$ cat src/ocs_regs.svh
`ifndef OCS_REGS_SVH
`define OCS_REGS_SVH

// ----------------------------------------------------------------
// Register addresses
// ----------------------------------------------------------------
`define OCS_CLOCK_SWITCH_STATUS_ADDR 8'h36
`define OCS_INTERNAL_OSC_TRIM_ADDR 8'h38

// ----------------------------------------------------------------
// Field positions and reset values
// ----------------------------------------------------------------
`define OCS_ENGAGED_BIT 0
`define OCS_GEN_ENABLE_BIT 1
`define OCS_TRIM_RESET 8'h80
`define OCS_READ_IDLE 8'h00

// ----------------------------------------------------------------
// Source select codes
// ----------------------------------------------------------------
`define OCS_SEL_INTERNAL 2'h0
`define OCS_SEL_EXT_INPUT 2'h1
`define OCS_SEL_RC 2'h2
`define OCS_SEL_CRYSTAL 2'h3

// ----------------------------------------------------------------
// Internal oscillator timing
// ----------------------------------------------------------------
`define OCS_CLK_PERIOD_NS 10
`define OCS_INT_HALF_NS 5000
`define OCS_INT_HALF_CYC (`OCS_INT_HALF_NS / `OCS_CLK_PERIOD_NS)
`define OCS_TRIM_CENTER 10'h080
`define OCS_CNT_ONE 10'h001

`endif

$ cat src/ocs_pkg.sv
package ocs_pkg;

   // ----------------------------------------------------------------
   // Shared types
   // ----------------------------------------------------------------
   typedef logic [7:0] ocs_byte_t;

   // Internal to external switch sequence
   typedef enum logic [2:0] {
      SW_INTERNAL,
      SW_EDGE_ONE,
      SW_EDGE_TWO,
      SW_ALIGN,
      SW_EXTERNAL
   } ocs_sw_state_t;

   // Synchroniser state
   typedef struct packed {
      logic ff1;
      logic ff2;
      logic ff3;
      logic q;
   } ocs_sync_st_t;

   // Core state
   typedef struct packed {
      logic ext_gen_enable;
      logic ext_clock_engaged;
      logic [7:0] trim_factor;
      ocs_sw_state_t sw;
      logic int_level;
      logic [9:0] int_cnt;
      logic ext_prev;
      logic x4;
      logic x2;
      logic [7:0] rdata;
   } ocs_core_st_t;

endpackage

$ cat src/ocs_clock_select.sv
`include "ocs_regs.svh"

// Contract
// - Oscillator enable from system unit gates the selected source oscillator.
// - Clock x4 output is the selected source clock itself, undivided.
// - Clock x2 output runs at half the x4 frequency.
// - Wait mode leaves both output clocks running.
// - Stop mode halts the source output, hence both derived clocks.
// - Break state leaves both output clocks running.
// - Select 00 internal, 01 external input, 10 RC, 11 crystal.
// - Generator enable bit at 0x36 is read/write, starts switching, reset clears.
// - Generator enable ignored in monitor bypass and both factory test modes.
// - Engaged status bit reads 1 while external clock drives the system.
// - Trim value sets internal period; each step about 0.2 percent.
// - Wait two external rising edges, switch glitch-free, set status, stop internal.
// - After switching, only reset restores internal; no automatic fallback.
// - Internal or RC selected: second pin outputs x4 when enabled.
module ocs_clock_select (
   // Clock and reset
   input wire logic core_clk_in,
   input wire logic nrst_in,
   // Register port
   input wire ocs_pkg::ocs_byte_t addr_in,
   input wire ocs_pkg::ocs_byte_t wdata_in,
   input wire logic wr_in,
   input wire logic rd_in,
   output ocs_pkg::ocs_byte_t rdata_out,
   // System integration unit
   input wire logic osc_enable_from_sysint_in,
   input wire logic stop_mode_in,
   output logic clock_out_x4_out,
   output logic clock_out_x2_out,
   // Configuration and operating modes
   input wire logic source_select_hi_in,
   input wire logic source_select_lo_in,
   input wire logic monitor_bypass_in,
   input wire logic factory_test_mode_a_in,
   input wire logic factory_test_mode_b_in,
   input wire logic pin_clock_output_enable_in,
   // External source clocks
   input wire logic crystal_source_clock_in,
   input wire logic rc_source_clock_in,
   input wire logic ext_clock_pin_in,
   // Oscillator controls
   output logic crystal_osc_enable_out,
   output logic rc_osc_enable_out,
   output logic internal_osc_enable_out,
   output ocs_pkg::ocs_byte_t trim_factor_out,
   output logic internal_source_clock_out,
   // Second oscillator pin
   output logic osc_pin2_out,
   output logic osc_pin2_oe_out
);
   import ocs_pkg::*;

   // ----------------------------------------------------------------
   // Declarations
   // ----------------------------------------------------------------
   localparam ocs_core_st_t RST_ST = '{
      ext_gen_enable: 1'b0,
      ext_clock_engaged: 1'b0,
      trim_factor: `OCS_TRIM_RESET,
      sw: SW_INTERNAL,
      int_level: 1'b0,
      int_cnt: 10'h000,
      ext_prev: 1'b0,
      x4: 1'b0,
      x2: 1'b0,
      rdata: `OCS_READ_IDLE
   };

   ocs_core_st_t st_reg;
   ocs_core_st_t st_next;
   logic [1:0] sel;
   logic xtal_sync;
   logic rc_sync;
   logic ext_sync;
   logic ext_level;
   logic ext_rise;
   logic run;
   logic int_run;
   logic src_level;
   logic switch_ignored;
   logic switch_go;
   logic [9:0] half_cycles;

   // ----------------------------------------------------------------
   // Pin synchronisers
   // ----------------------------------------------------------------
   ocs_sync u_sync_xtal (
      .core_clk_in(core_clk_in),
      .nrst_in(nrst_in),
      .async_in(crystal_source_clock_in),
      .sync_out(xtal_sync)
   );

   ocs_sync u_sync_rc (
      .core_clk_in(core_clk_in),
      .nrst_in(nrst_in),
      .async_in(rc_source_clock_in),
      .sync_out(rc_sync)
   );

   ocs_sync u_sync_ext (
      .core_clk_in(core_clk_in),
      .nrst_in(nrst_in),
      .async_in(ext_clock_pin_in),
      .sync_out(ext_sync)
   );

   // ----------------------------------------------------------------
   // Source selection and gating
   // ----------------------------------------------------------------
   assign sel = {source_select_hi_in, source_select_lo_in};

   assign ext_level = (sel == `OCS_SEL_EXT_INPUT) ? ext_sync :
                      (sel == `OCS_SEL_RC) ? rc_sync :
                      (sel == `OCS_SEL_CRYSTAL) ? xtal_sync : 1'b0;
   assign ext_rise = ext_level & ~st_reg.ext_prev;

   assign run = osc_enable_from_sysint_in & ~stop_mode_in;
   assign int_run = run & ~st_reg.ext_clock_engaged;
   assign src_level = st_reg.ext_clock_engaged ? ext_level : st_reg.int_level;

   assign switch_ignored = monitor_bypass_in | factory_test_mode_a_in |
                           factory_test_mode_b_in;
   assign switch_go = st_reg.ext_gen_enable & ~switch_ignored &
                      (sel != `OCS_SEL_INTERNAL);

   assign half_cycles = 10'(`OCS_INT_HALF_CYC) + {2'h0, st_reg.trim_factor} -
                        `OCS_TRIM_CENTER;

   // ----------------------------------------------------------------
   // Next-state logic
   // ----------------------------------------------------------------
   always_comb begin
      st_next = st_reg;
      st_next.ext_prev = ext_level;

      // Internal oscillator model, one toggle per trimmed half period
      if (!int_run) begin
         st_next.int_level = 1'b0;
         st_next.int_cnt = 10'h000;
      end else if (st_reg.int_cnt >= half_cycles - `OCS_CNT_ONE) begin
         st_next.int_level = ~st_reg.int_level;
         st_next.int_cnt = 10'h000;
      end else begin
         st_next.int_cnt = st_reg.int_cnt + `OCS_CNT_ONE;
      end

      // Internal to external switch sequence
      case (st_reg.sw)
         SW_INTERNAL: begin
            if (switch_go) begin
               st_next.sw = SW_EDGE_ONE;
            end
         end
         SW_EDGE_ONE: begin
            if (!switch_go) begin
               st_next.sw = SW_INTERNAL;
            end else if (ext_rise) begin
               st_next.sw = SW_EDGE_TWO;
            end
         end
         SW_EDGE_TWO: begin
            if (!switch_go) begin
               st_next.sw = SW_INTERNAL;
            end else if (ext_rise) begin
               st_next.sw = SW_ALIGN;
            end
         end
         SW_ALIGN: begin
            if (!switch_go) begin
               st_next.sw = SW_INTERNAL;
            end else if (!ext_level && !st_reg.int_level) begin
               st_next.ext_clock_engaged = 1'b1;
               st_next.sw = SW_EXTERNAL;
            end
         end
         SW_EXTERNAL: begin
            st_next.sw = SW_EXTERNAL;
         end
         default: begin
            st_next.sw = SW_INTERNAL;
         end
      endcase

      if (run) begin
         st_next.x4 = src_level;
         if (src_level && !st_reg.x4) begin
            st_next.x2 = ~st_reg.x2;
         end
      end else begin
         st_next.x4 = 1'b0;
      end

      if (wr_in) begin
         case (addr_in)
            `OCS_CLOCK_SWITCH_STATUS_ADDR: begin
               st_next.ext_gen_enable = wdata_in[`OCS_GEN_ENABLE_BIT];
            end
            `OCS_INTERNAL_OSC_TRIM_ADDR: begin
               st_next.trim_factor = wdata_in;
            end
            default: begin
            end
         endcase
      end

      st_next.rdata = `OCS_READ_IDLE;
      if (rd_in) begin
         case (addr_in)
            `OCS_CLOCK_SWITCH_STATUS_ADDR: begin
               st_next.rdata[`OCS_GEN_ENABLE_BIT] = st_reg.ext_gen_enable;
               st_next.rdata[`OCS_ENGAGED_BIT] = st_reg.ext_clock_engaged;
            end
            `OCS_INTERNAL_OSC_TRIM_ADDR: begin
               st_next.rdata = st_reg.trim_factor;
            end
            default: begin
            end
         endcase
      end
   end

   // ----------------------------------------------------------------
   // State register
   // ----------------------------------------------------------------
   // Trim reset value
   always_ff @(posedge core_clk_in) begin
      if (!nrst_in) begin
         st_reg <= RST_ST;
      end else begin
         st_reg <= st_next;
      end
   end

   // ----------------------------------------------------------------
   // Outputs
   // ----------------------------------------------------------------
   assign rdata_out = st_reg.rdata;
   assign clock_out_x4_out = st_reg.x4;
   assign clock_out_x2_out = st_reg.x2;
   assign trim_factor_out = st_reg.trim_factor;
   assign internal_source_clock_out = st_reg.int_level;

   assign crystal_osc_enable_out = run & (sel == `OCS_SEL_CRYSTAL);
   assign rc_osc_enable_out = run & (sel == `OCS_SEL_RC);
   assign internal_osc_enable_out = int_run;

   assign osc_pin2_oe_out = pin_clock_output_enable_in &
                            ((sel == `OCS_SEL_INTERNAL) | (sel == `OCS_SEL_RC));
   assign osc_pin2_out = st_reg.x4;
endmodule // ocs_clock_select

$ cat src/ocs_sync.sv
// Three-stage pin synchroniser; output moves once stages two and three agree
module ocs_sync (
   // Clock and reset
   input wire logic core_clk_in,
   input wire logic nrst_in,
   // Asynchronous level and its filtered copy
   input wire logic async_in,
   output logic sync_out
);
   import ocs_pkg::*;

   ocs_sync_st_t st_reg;
   ocs_sync_st_t st_next;

   // Shift chain and agreement filter
   always_comb begin
      st_next = st_reg;
      st_next.ff1 = async_in;
      st_next.ff2 = st_reg.ff1;
      st_next.ff3 = st_reg.ff2;
      if (st_reg.ff2 == st_reg.ff3) begin
         st_next.q = st_reg.ff3;
      end
   end

   // State register
   always_ff @(posedge core_clk_in) begin
      if (!nrst_in) begin
         st_reg <= '0;
      end else begin
         st_reg <= st_next;
      end
   end

   assign sync_out = st_reg.q;

endmodule // ocs_sync

$ cat config.mk
export PLATFORM = sky130hd
export DESIGN_NAME = ocs_clock_select
export DESIGN_NICKNAME = d
export VERILOG_FILES = /design/src/ocs_pkg.sv /design/src/ocs_clock_select.sv /design/src/ocs_sync.sv
export VERILOG_INCLUDE_DIRS = /design/src
export SDC_FILE = /design/constraint.sdc
export NUM_CORES = 1
export LEC_CHECK = 0
export BUFFER_PORTS_ARGS = -buffer_cell sky130_fd_sc_hd__buf_2
export CAP_MARGIN = 20
export CORE_MARGIN = 2
export CORE_UTILIZATION = 47
export CTS_CLUSTER_DIAMETER = 120
export DETAILED_ROUTE_END_ITERATION = 10
export PLACE_DENSITY = 0.72
export SYNTH_ARGS = -nofsm -noshare
export SYNTH_HDL_FRONTEND = slang
export SYNTH_HIERARCHICAL = 1
export SYNTH_SLANG_ARGS = --single-unit
$ cat constraint.sdc
create_clock -name core_clk_in -period 2.65 [get_ports core_clk_in]
set_input_delay 0.265 -clock core_clk_in [delete_from_list [all_inputs] [get_ports core_clk_in]]
set_output_delay 0.265 -clock core_clk_in [all_outputs]
set_load 0.01 [all_outputs]
Word level (Yosys, flattened, before mapping) --
Index checks and enable logic that the tools add are counted. W data, S select, Z words.
Word-level totals: word-level logic and storage cells 94, memory bits (writable) 0, register bits after elaboration 47, bits in read-only memories 0, latch bits 0, memories 0, input port bits 31
Cells by class: multiplexer cells 13, $add $sub $neg 4, magnitude comparators 1, divide/modulo/power cells 0, shift-type cells 0, multiply operators 0, eq/ne operators 16, bitwise logic cells 19, reductions and logical operators 18
Operator list (count):
- $mux W3 | 7
- $eq A8 B6 Y1 const B | 2
- $pmux W3 S5 | 1
- $reduce_and A2 Y1 | 6
- $add A10 B1 Y10 const B | 1
- $add A9 B8 Y10 const A | 1
- $ge A10 B10 Y1 | 1
- $sub A10 B1 Y10 const B | 1
- $sub A10 B8 Y10 const B | 1
- $ne A3 B3 Y1 const B | 3
- $and A1 B1 Y1 | 8
- $not A1 Y1 | 8
- $eq A3 B2 Y1 const B | 2
- $reduce_and A3 Y1 | 2
- $eq A2 B2 Y1 const B | 2
- $mux W1 | 4
- $pmux W2 S2 | 1
- $reduce_and A4 Y1 | 1
- $eq A1 B1 Y1 | 3
- $eq A3 B1 Y1 const B | 1
- $eq A3 B3 Y1 const B | 1
- $logic_not A1 Y1 | 3
- $logic_not A3 Y1 | 1
- $or A1 B1 Y1 | 3
- other kinds (6) | 7

Longest topological paths before layout --
Gate-level depths: netlist of the first run.
depth after elaboration 9, mapped depth 11, mapped depth without buffers 11

Cells and area by module --
Netlist of the first run, hierarchy kept.
Modules (own cells, without submodules):
- ocs_clock_select | area each 1839.3 um2, cells each 207, times used 1
- ocs_sync | area each 116.4 um2, cells each 10, times used 3

Worst setup path before layout of the first run --
OpenSTA, ideal clock, no wires.
path kind register -> register, start point register st_reg, in the netlist trim_factor_out[0], end point register st_reg[13] (netlist name), setup slack 0.452 ns, library setup time 0.138 ns, period minus slack after synthesis 2.198 ns, required time 2.512 ns, arrival time 2.060 ns, stages on the path, launching flop included 12, cell sequence dfxtp_1 inv_1 ha_1 nor2_1 nor3_1 xnor2_1 ha_1 nand4_1 a21oi_1 nor3_1 o21bai_1 nor2_1
Between the ends: word-level cells in the longest chain between the ends 5
RTL lines:
- from (decl) | RTL line ocs_clock_select.sv:72 | ocs_core_st_t st_reg;
- from (signal assigned) | RTL line ocs_clock_select.sv:234 | st_reg <= st_next;
- $add A9 B8 Y10 | RTL line ocs_clock_select.sv:130 | assign half_cycles = 10'(`OCS_INT_HALF_CYC) + {2'h0, st_reg.trim_factor} -
- $sub A10 B8 Y10 (no source line)
- $sub A10 B1 Y10 (no source line)
- $ge A10 B10 Y1 (no source line)
- $reduce_or A3 Y1 (no source line)
Every way passes these cells. A chain may end at the register's enable or synchronous reset.

Worst setup path after layout of the first run --
start point register st_reg, in the netlist trim_factor_out[0], end point register st_reg[16] (netlist name)
The elaborated chain is that of the path after synthesis.

==> results_dict.tcl, run 1 <==
set metrics [dict create \
    status "completed" \
    port_buffers 54 \
    h-tree-depth 2 \
    clk_pin_slew_worst_paths_ns 0.08 \
    rows 24 \
    die_w_um 72.2 \
    grtUsageTotal_pct 15.9 \
    crit_chain "inv_1, ha_1, nor2_1, nor3_1, xnor2_1, ha_1, a211oi_1, o21ai_0, a21oi_1, o21bai_1, buf_4, nor2_1" \
    start_util_pct 49.6 \
    diodes 0 \
    wl_per_cell_um 11.6 \
    cts_buffers 5 \
    fin_util_pct 57.3 \
    clock-skew-final_ns 0.00451 \
    hold_viol 0 \
    drv_slew 0 \
    final.setup.tns_ns 0 \
    multi_input_area_mm2 0.00109 \
    finalCritPeriodShare_pct 89.0 \
    peakVddDrop_uv 370 \
    n_fill_cell 411 \
    cpLargestDelayFamily "compound AO/OA/AOI/OAI gates" \
    drcViolationCount 0 \
    synth_cell_types 37 \
    start_kind "flop" \
    cts_hold_buf 0 \
    drtIter0Drc 65 \
    final_common_cell "buf_2" \
    post-route-min-period_ns 2.36 \
    post_cts_resized 0 \
    grt.overflow.total 0 \
    yosysSeqAreaShare_pct 43.0 \
    dieArea_mm2 0.00522 \
    worst_path_largest_cell_delay_ns 0.40 \
    p_total_w 0.00130 \
    p_leak_nw 1.19 \
    synth_warnings 6 \
    setup_viol 0 \
    cp.arrival_ns 2.59 \
    gp_congestion 0.770 \
    cts_tree "built" \
    die_y_um 72.2 \
    place_area_mm2 0.00241 \
    nets 325 \
    final_cell_area_mm2 0.00253 \
    antenna_left 0 \
    regArea_um2 941 \
    dr_total_vias 1681 \
    hp-class "in2reg" \
    worstSetupEndpointType "flop" \
    clock-root-buffer "clkbuf_8" \
    cp_num_buf_inv 2 \
    max_cap_viol_count 0 \
    largest_register_ffs 16 \
    core_mm2 0.00441 \
    clock_sinks 47 \
    critPathKind "reg2reg" \
    powerDensity_mw_per_mm2 512 \
    place_hpwl_mm 2.97 \
    drt-total-wl_mm 3.88 \
    via_per_inst 5.02 \
    crit_slowest_cell "dfxtp_1" \
    drt-pass1-iter-count 4 \
    grt_pass1_wl_mm 6.67 \
    grt_max_degree 18 \
    synth-seq-cells 47 \
    grt_pass1_vias 1574 \
    syn_to_final_growth_pct 15.6 \
    avgSynthCellArea_um2 9.23 \
    slew_headroom_pct 64.0 \
    max_freq_mhz 424 \
    worst-slew-pin-transition_ns 0.536 \
    drive_above_1_share_pct 26.1 \
    clock_latency_ns 0.29 \
    ios 55 \
    syn-cell-area_mm2 0.00219 \
    antenna_found_initial 0 \
    netlist_instances 237 \
    crit_required_ns 2.88 \
    crit_fanout 10 \
    post-cts-setup-buffer-count 0 \
    syn-num-nets 280 \
    cts_max_path_buffers 2 \
    rsz0062_at_grt "no" \
    mostFrequentLayoutCells "buf_2, dfxtp_1, nor2_1" \
]
==> logic make-up after synthesis <==
kind of cell    synth area share (%)
fa+ha+maj                       6.86
xor+xnor                        6.00
compound gates                  10.0
flops                           43.0
mux                             5.26
simple gates                    21.3
buf+inv                         7.55
==> routing by layer <==
metal  global-route usage (%)  up-vias  routed length [um]
met2                     26.0       41                1770
met3                     4.03        2                 242
met5                        0        -                   0
met4                     4.40        0                  17
met1                     20.9      759                1860
li1                         -      879                   -
==> per-stage QoR <==
| step | std cells | setup slack [ns] | hold WS (ns) |
|---|---|---|---|
| finish | 335 | 0.292 | 0.173 |
| global route | 335 | 0.0125 | 0.163 |
| CTS | 335 | 0.239 | 0.163 |
| detailed placement | 327 | 0.258 | 0.416 |
| global placement | 327 | 0.329 | 0.408 |
| floorplan | 237 | 0.452 | 0.327 |
==> power by group <==
| part | internal [W] | switching (W) | leakage (nW) | total (W) |
|---|---|---|---|---|
| registers | 0.000712 | 0.00000309 | 0.380 | 0.000715 |
| logic | 0.0000285 | 0.0000268 | 0.748 | 0.0000553 |
| clock network | 0.000305 | 0.000221 | 0.0612 | 0.000526 |
| total | 0.00105 | 0.000251 | 1.19 | 0.00130 |
==> cells in the mapped netlist (all sizes together) <==
cell type / number / area, um2
nor4: 1 / 6.26
xor2: 9 / 78.8
and2b: 1 / 8.76
a21oi: 7 / 35.0
nand4: 5 / 37.5
a2111oi: 1 / 8.76
or3: 1 / 6.26
o41a: 1 / 11.3
a211oi: 4 / 35.0
nor2: 34 / 128
o21bai: 3 / 22.5
xnor2: 6 / 52.6
ha: 12 / 150
inv: 9 / 33.8
dfxtp: 47 / 941
nand3: 5 / 25.0
and3: 1 / 7.51
buf: 17 / 128
o21ai: 10 / 50.0
mux2: 1 / 15.0
nor3: 5 / 25.0
a21boi: 3 / 22.5
a211o: 1 / 8.76
o21a: 1 / 7.51
and2: 17 / 110
nor2b: 2 / 20.0
nand2b: 3 / 18.8
a22o: 2 / 17.5
mux2i: 10 / 100
clkbuf: 1 / 3.75
nand2: 15 / 56.3
nor4b: 2 / 17.5
==> final cells by class <==
cell class                      instances  area share (%)
Sequential cell                        47            37.2
Clock inverter                          2            1.38
Inverter                                9            1.34
Timing Repair Buffer                   56            11.3
Tap cell                               52            2.57
Clock buffer                            6            3.26
Multi-Input combinational cell        163            43.0
==> worst paths after layout <==
path              slack [ns]  depth (start not counted)                  from                     to
hold reg to reg         0.43                          1  u_sync_rc/st_next[2]   u_sync_rc/st_next[1]
hold / removal          0.17                          2      ext_clock_pin_in  u_sync_ext/st_next[2]
setup reg to reg        0.29                         12    trim_factor_out[0]             st_reg[16]
setup / recovery        0.29                         12    trim_factor_out[0]             st_reg[16]
No activity file was read; power rests on OpenSTA's default activity.
==> inputs of run 2 (changes only) <==
--- a/config.mk
+++ b/config.mk
@@ -8,6 +8,7 @@
 export LEC_CHECK = 0
 export BUFFER_PORTS_ARGS = -buffer_cell sky130_fd_sc_hd__buf_2
 export CAP_MARGIN = 20
+export CORE_ASPECT_RATIO = 0.8
 export CORE_MARGIN = 2
 export CORE_UTILIZATION = 47
 export CTS_CLUSTER_DIAMETER = 120
==> run 2 against run 1 <==
Clock skew is 0.0011 ns lower. Non-clock buffer count is 1 lower. Clock power is 17% higher. Clock-buffer cell count is 1 lower. Critical path depth is 1 lower. First-iteration DRC count is 11% lower. Die area hardly changed. Critical endpoint is now st_reg[13].
==> results_dict.tcl, run 2 (synthesis results as in run 1) <==
set metrics [dict create \
    die_w_um 80.3 \
    crit_fanout 10 \
    nets 324 \
    hp-class "in2reg" \
    max_cap_viol_count 0 \
    clock_latency_ns 0.30 \
    clock_sinks 47 \
    ios 55 \
    cts_hold_buf 0 \
    p_leak_nw 1.19 \
    grt_pass1_wl_mm 6.71 \
    h-tree-depth 2 \
    rr_startpoint "trim_factor_out[2]" \
    cts_max_path_buffers 2 \
    cp.arrival_ns 2.63 \
    grtUsageTotal_pct 17.0 \
    core_mm2 0.00454 \
    diodes 0 \
    wl_per_cell_um 11.8 \
    status "completed" \
    fin_util_pct 56.3 \
    port_buffers 54 \
    rrSetupSlack_ns 0.27 \
    post_cts_resized 0 \
    cts_tree "built" \
    met3_length_um 274 \
    hold_viol 0 \
    timing.rr.end "st_reg[13]" \
    hp-start "ext_clock_pin_in" \
    start_kind "flop" \
    gp_congestion 0.795 \
    mostFrequentLayoutCells "buf_2, dfxtp_1, nor2_1" \
    drt-total-wl_mm 4.02 \
    hold_depth 2 \
    drtIter0Drc 58 \
    rsz0062_at_grt "no" \
    clock-root-buffer "clkbuf_8" \
    holdPathEnd "u_sync_ext/st_next[2]" \
    setup_viol 0 \
    max_freq_mhz 420 \
    grt.overflow.total 0 \
    post-route-min-period_ns 2.38 \
    final_common_cell "buf_2" \
    grt_pass1_vias 1457 \
    critPathKind "reg2reg" \
    final.setup.tns_ns 0 \
    rr_worst_depth 11 \
    route.met2.wl_mm 1.74 \
    rows 22 \
    largest_register_ffs 16 \
    clk_pin_slew_worst_paths_ns 0.09 \
    via_per_inst 4.96 \
    worstSetupEndpointType "flop" \
    antenna_left 0 \
    crit_required_ns 2.89 \
    drt-pass1-iter-count 4 \
    drv_slew 0 \
    finalCritPeriodShare_pct 89.8 \
    drive_above_1_share_pct 26.6 \
    slew_headroom_pct 62.7 \
    clock-skew-final_ns 0.00337 \
    final_cells 342 \
    top_layer "met4" \
    dr_total_vias 1695 \
    place_hpwl_mm 2.98 \
    syn_to_final_growth_pct 16.9 \
    peakVddDrop_uv 343 \
    powerDensity_mw_per_mm2 543 \
    cts_buffers 5 \
    start_util_pct 48.2 \
    place_inst 334 \
    worst-slew-pin-transition_ns 0.554 \
    p_total_w 0.00139 \
    drcViolationCount 0 \
    die_y_um 65.0 \
    grt_max_degree 18 \
    m1WireLength_mm 1.97 \
    antenna_found_initial 0 \
    post-cts-setup-buffer-count 0 \
    dieArea_mm2 0.00522 \
]
run 2: critical path, stage by stage, from the launching register on:
cell and delay (ns):
dfxtp_1 0.44, nand2_1 0.12, o21bai_1 0.23, nor3_1 0.09, nand2b_1 0.16, ha_1 0.21
a2111oi_0 0.34, o21ai_0 0.15, a21oi_1 0.20, o21bai_1 0.08, buf_4 0.18, nor2_1 0.11
run 2: cell type report:
type	count	area [um2]
Clock buffer	5	68.8
Clock inverter	3	67.6
Fill cell	427	1980
Inverter	9	33.8
Multi-Input combinational cell	163	1090
Sequential cell	47	941
Tap cell	60	75.1
Timing Repair Buffer	55	278
run 2: metal layers:
metal | track usage, % | vias up
li1 | - | 874
met3 | 7.24 | 2
met4 | 6.99 | 0
met2 | 24.9 | 43
met5 | 0 | -
met1 | 21.9 | 776
run 2: how the worst max path moves through the flow:
stage	start	to	slack, ns	depth (start not counted)
global placement	trim_factor_out[0]	st_reg[13]	0.26	11
finish	trim_factor_out[2]	st_reg[13]	0.27	11
floorplan	trim_factor_out[0]	st_reg[13]	0.45	11
detailed placement	trim_factor_out[0]	st_reg[15]	0.21	12
CTS	trim_factor_out[0]	st_reg[15]	0.18	12
global route	trim_factor_out[2]	st_reg[18]	0.002	11
run 2: metrics by stage:
step	setup slack (ns)	cell area [um2]	hold WS (ns)
2_1_floorplan	0.452	2190	0.327
3_3_place_gp	0.262	2410	0.408
3_5_place_dp	0.207	2410	0.413
4_1_cts	0.178	2550	0.156
5_1_grt	0.00165	2560	0.134
6_report	0.269	2560	0.160
run 2: where the power goes:
part | internal [W] | switching, W | total, W | leakage, nW
combinational | 0.0000285 | 0.0000268 | 0.0000553 | 0.743
sequential | 0.000712 | 0.00000316 | 0.000715 | 0.380
clock | 0.000376 | 0.000242 | 0.000618 | 0.0644
total | 0.00112 | 0.000272 | 0.00139 | 1.19
==> inputs of run 3 (changes only) <==
--- a/config.mk
+++ b/config.mk
@@ -13,7 +13,7 @@
 export CORE_UTILIZATION = 47
 export CTS_CLUSTER_DIAMETER = 120
 export DETAILED_ROUTE_END_ITERATION = 10
-export PLACE_DENSITY = 0.72
+export PLACE_DENSITY = 0.7
 export SYNTH_ARGS = -nofsm -noshare
 export SYNTH_HDL_FRONTEND = slang
 export SYNTH_HIERARCHICAL = 1
==> run 3 against run 2 <==
Worst hold slack improved by 0.0041 ns. Routed wire length rose by 0.32%. Critical path type unchanged. Largest cell class unchanged. Clock-buffer cell count did not move. Die area did not move. Design area rose by 0.59%. First-iteration DRC count fell by 17%.
==> results_dict.tcl, run 3 (synthesis results as in run 1) <==
set metrics [dict create \
    status "completed" \
    die_w_um 80.3 \
    drtIter0Drc 48 \
    hold_depth 2 \
    crit_chain "nand2_1, o21bai_2, xor2_1, ha_1, a2111oi_0, o21ai_0, a21oi_1, o21bai_1, buf_4, nor2_1" \
    ios 55 \
    worstSetupEndpointType "flop" \
    die_y_um 65.0 \
    cp.arrival_ns 2.62 \
    powerDensity_mw_per_mm2 539 \
    nets 326 \
    place_hpwl_mm 3.00 \
    core_mm2 0.00454 \
    slew_headroom_pct 64.7 \
    final.setup.tns_ns 0 \
    drt-total-wl_mm 4.04 \
    rsz0062_at_grt "no" \
    final_cell_area_mm2 0.00257 \
    critPathKind "reg2reg" \
    via_per_inst 4.85 \
    fin_util_pct 56.7 \
    wl_per_cell_um 11.7 \
    start_util_pct 48.2 \
    worst_path_largest_cell_delay_ns 0.40 \
    antenna_found_initial 0 \
    clock-skew-final_ns 0.00299 \
    port_buffers 54 \
    clock-root-buffer "clkbuf_8" \
    grt_pass1_wl_mm 6.74 \
    start_kind "flop" \
    p_leak_nw 1.20 \
    post-cts-setup-buffer-count 0 \
    worst-slew-pin-transition_ns 0.525 \
    grtUsageTotal_pct 16.7 \
    hp-class "in2reg" \
    grt_max_degree 18 \
    max_freq_mhz 419 \
    p_int_w 0.00112 \
    hold_viol 0 \
    setup_viol 0 \
    crit_slowest_cell "dfxtp_1" \
    clock_latency_ns 0.30 \
    dieArea_mm2 0.00522 \
    max_cap_viol_count 0 \
    drcViolationCount 0 \
    mostFrequentLayoutCells "buf_2, dfxtp_1, nor2_1" \
    drv_slew 0 \
    cts_hold_buf 0 \
    crit_required_ns 2.89 \
    cts_max_path_buffers 2 \
    p_seq_share_pct 51.6 \
    grt_pass1_vias 1516 \
    place_area_mm2 0.00242 \
    pwr-share-comb_pct 4.0 \
    p_sw_w 0.000269 \
    drt-pass1-iter-count 4 \
    post-route-min-period_ns 2.38 \
    diodes 0 \
    peakVddDrop_uv 301 \
    gp_congestion 0.811 \
    cts_buffers 5 \
    rr_worst_depth 10 \
    clk_pin_slew_worst_paths_ns 0.09 \
    rows 22 \
    finalCritPeriodShare_pct 90.0 \
    syn_to_final_growth_pct 17.6 \
    swShare_pct 19.4 \
    h-tree-depth 2 \
    cts_tree "built" \
    largest_register_ffs 16 \
    p_clk_share_pct 44.4 \
    antenna_left 0 \
    dr_total_vias 1667 \
    final_common_cell "buf_2" \
    drive_above_1_share_pct 27.5 \
    crit_fanout 10 \
    grt.overflow.total 0 \
    clock_sinks 47 \
]
-- run 3: cell type report --
type	instances	area [um2]
Clock buffer	5	68.8
Clock inverter	3	67.6
Fill cell	418	1970
Inverter	9	33.8
Multi-Input combinational cell	163	1090
Sequential cell	47	942
Tap cell	60	75.1
Timing Repair Buffer	57	293
-- run 3: power groups by stage --
stage / Clock, W / Combinational, W / Sequential, W
final: 0.000616 / 0.0000552 / 0.000715
after CTS: 0.000628 / 0.0000560 / 0.000715
after global placement: 0 / 0.0000554 / 0.000732
after detailed placement: 0 / 0.0000557 / 0.000732
after floorplan: 0 / 0.0000217 / 0.000731
after global routing: 0.000661 / 0.0000621 / 0.000717
-- run 3: what timing repair did --
item	in CTS	in global routing
setup endpoints to repair	0	10
hold endpoints to repair	0	0
gates resized for setup	0	4
-- run 3: final timing paths --
path | startpoint | endpoint | slack (ns)
max reg2reg | trim_factor_out[3] | st_reg[17] | 0.27
min reg2reg | u_sync_rc/st_next[2] | u_sync_rc/st_next[1] | 0.43
min | ext_clock_pin_in | u_sync_ext/st_next[2] | 0.16
max | trim_factor_out[3] | st_reg[17] | 0.27
-- run 3: stage by stage --
stage          power (W)  setup slack (ns)  cells  hold WS, ns
5_1_grt          0.00144            0.0187    344        0.157
3_3_place_gp    0.000787             0.282    336        0.407
4_1_cts          0.00140             0.156    344        0.158
6_report         0.00139             0.266    344        0.164
3_5_place_dp    0.000788             0.200    336        0.417
2_1_floorplan   0.000753             0.452    237        0.327
-- run 3: routing by layer --
metal	share of wire, %	GRT usage, %	wire length (um)
met1	51	22.6	2070
met2	42	25.4	1700
met3	5.2	4.32	209
met4	1.5	6.36	61
met5	0	0	0
-- run 3: critical path: cells and delay by family, from the launching register on --
kind	cells	cell delay (ns)
AND/OR/NAND/NOR	2	0.23
XOR/XNOR	1	0.22
buffers and inverters	1	0.17
adder cells (fa/ha/maj)	1	0.28
flip-flops	1	0.40
AO/OA/AOI/OAI	5	1.03
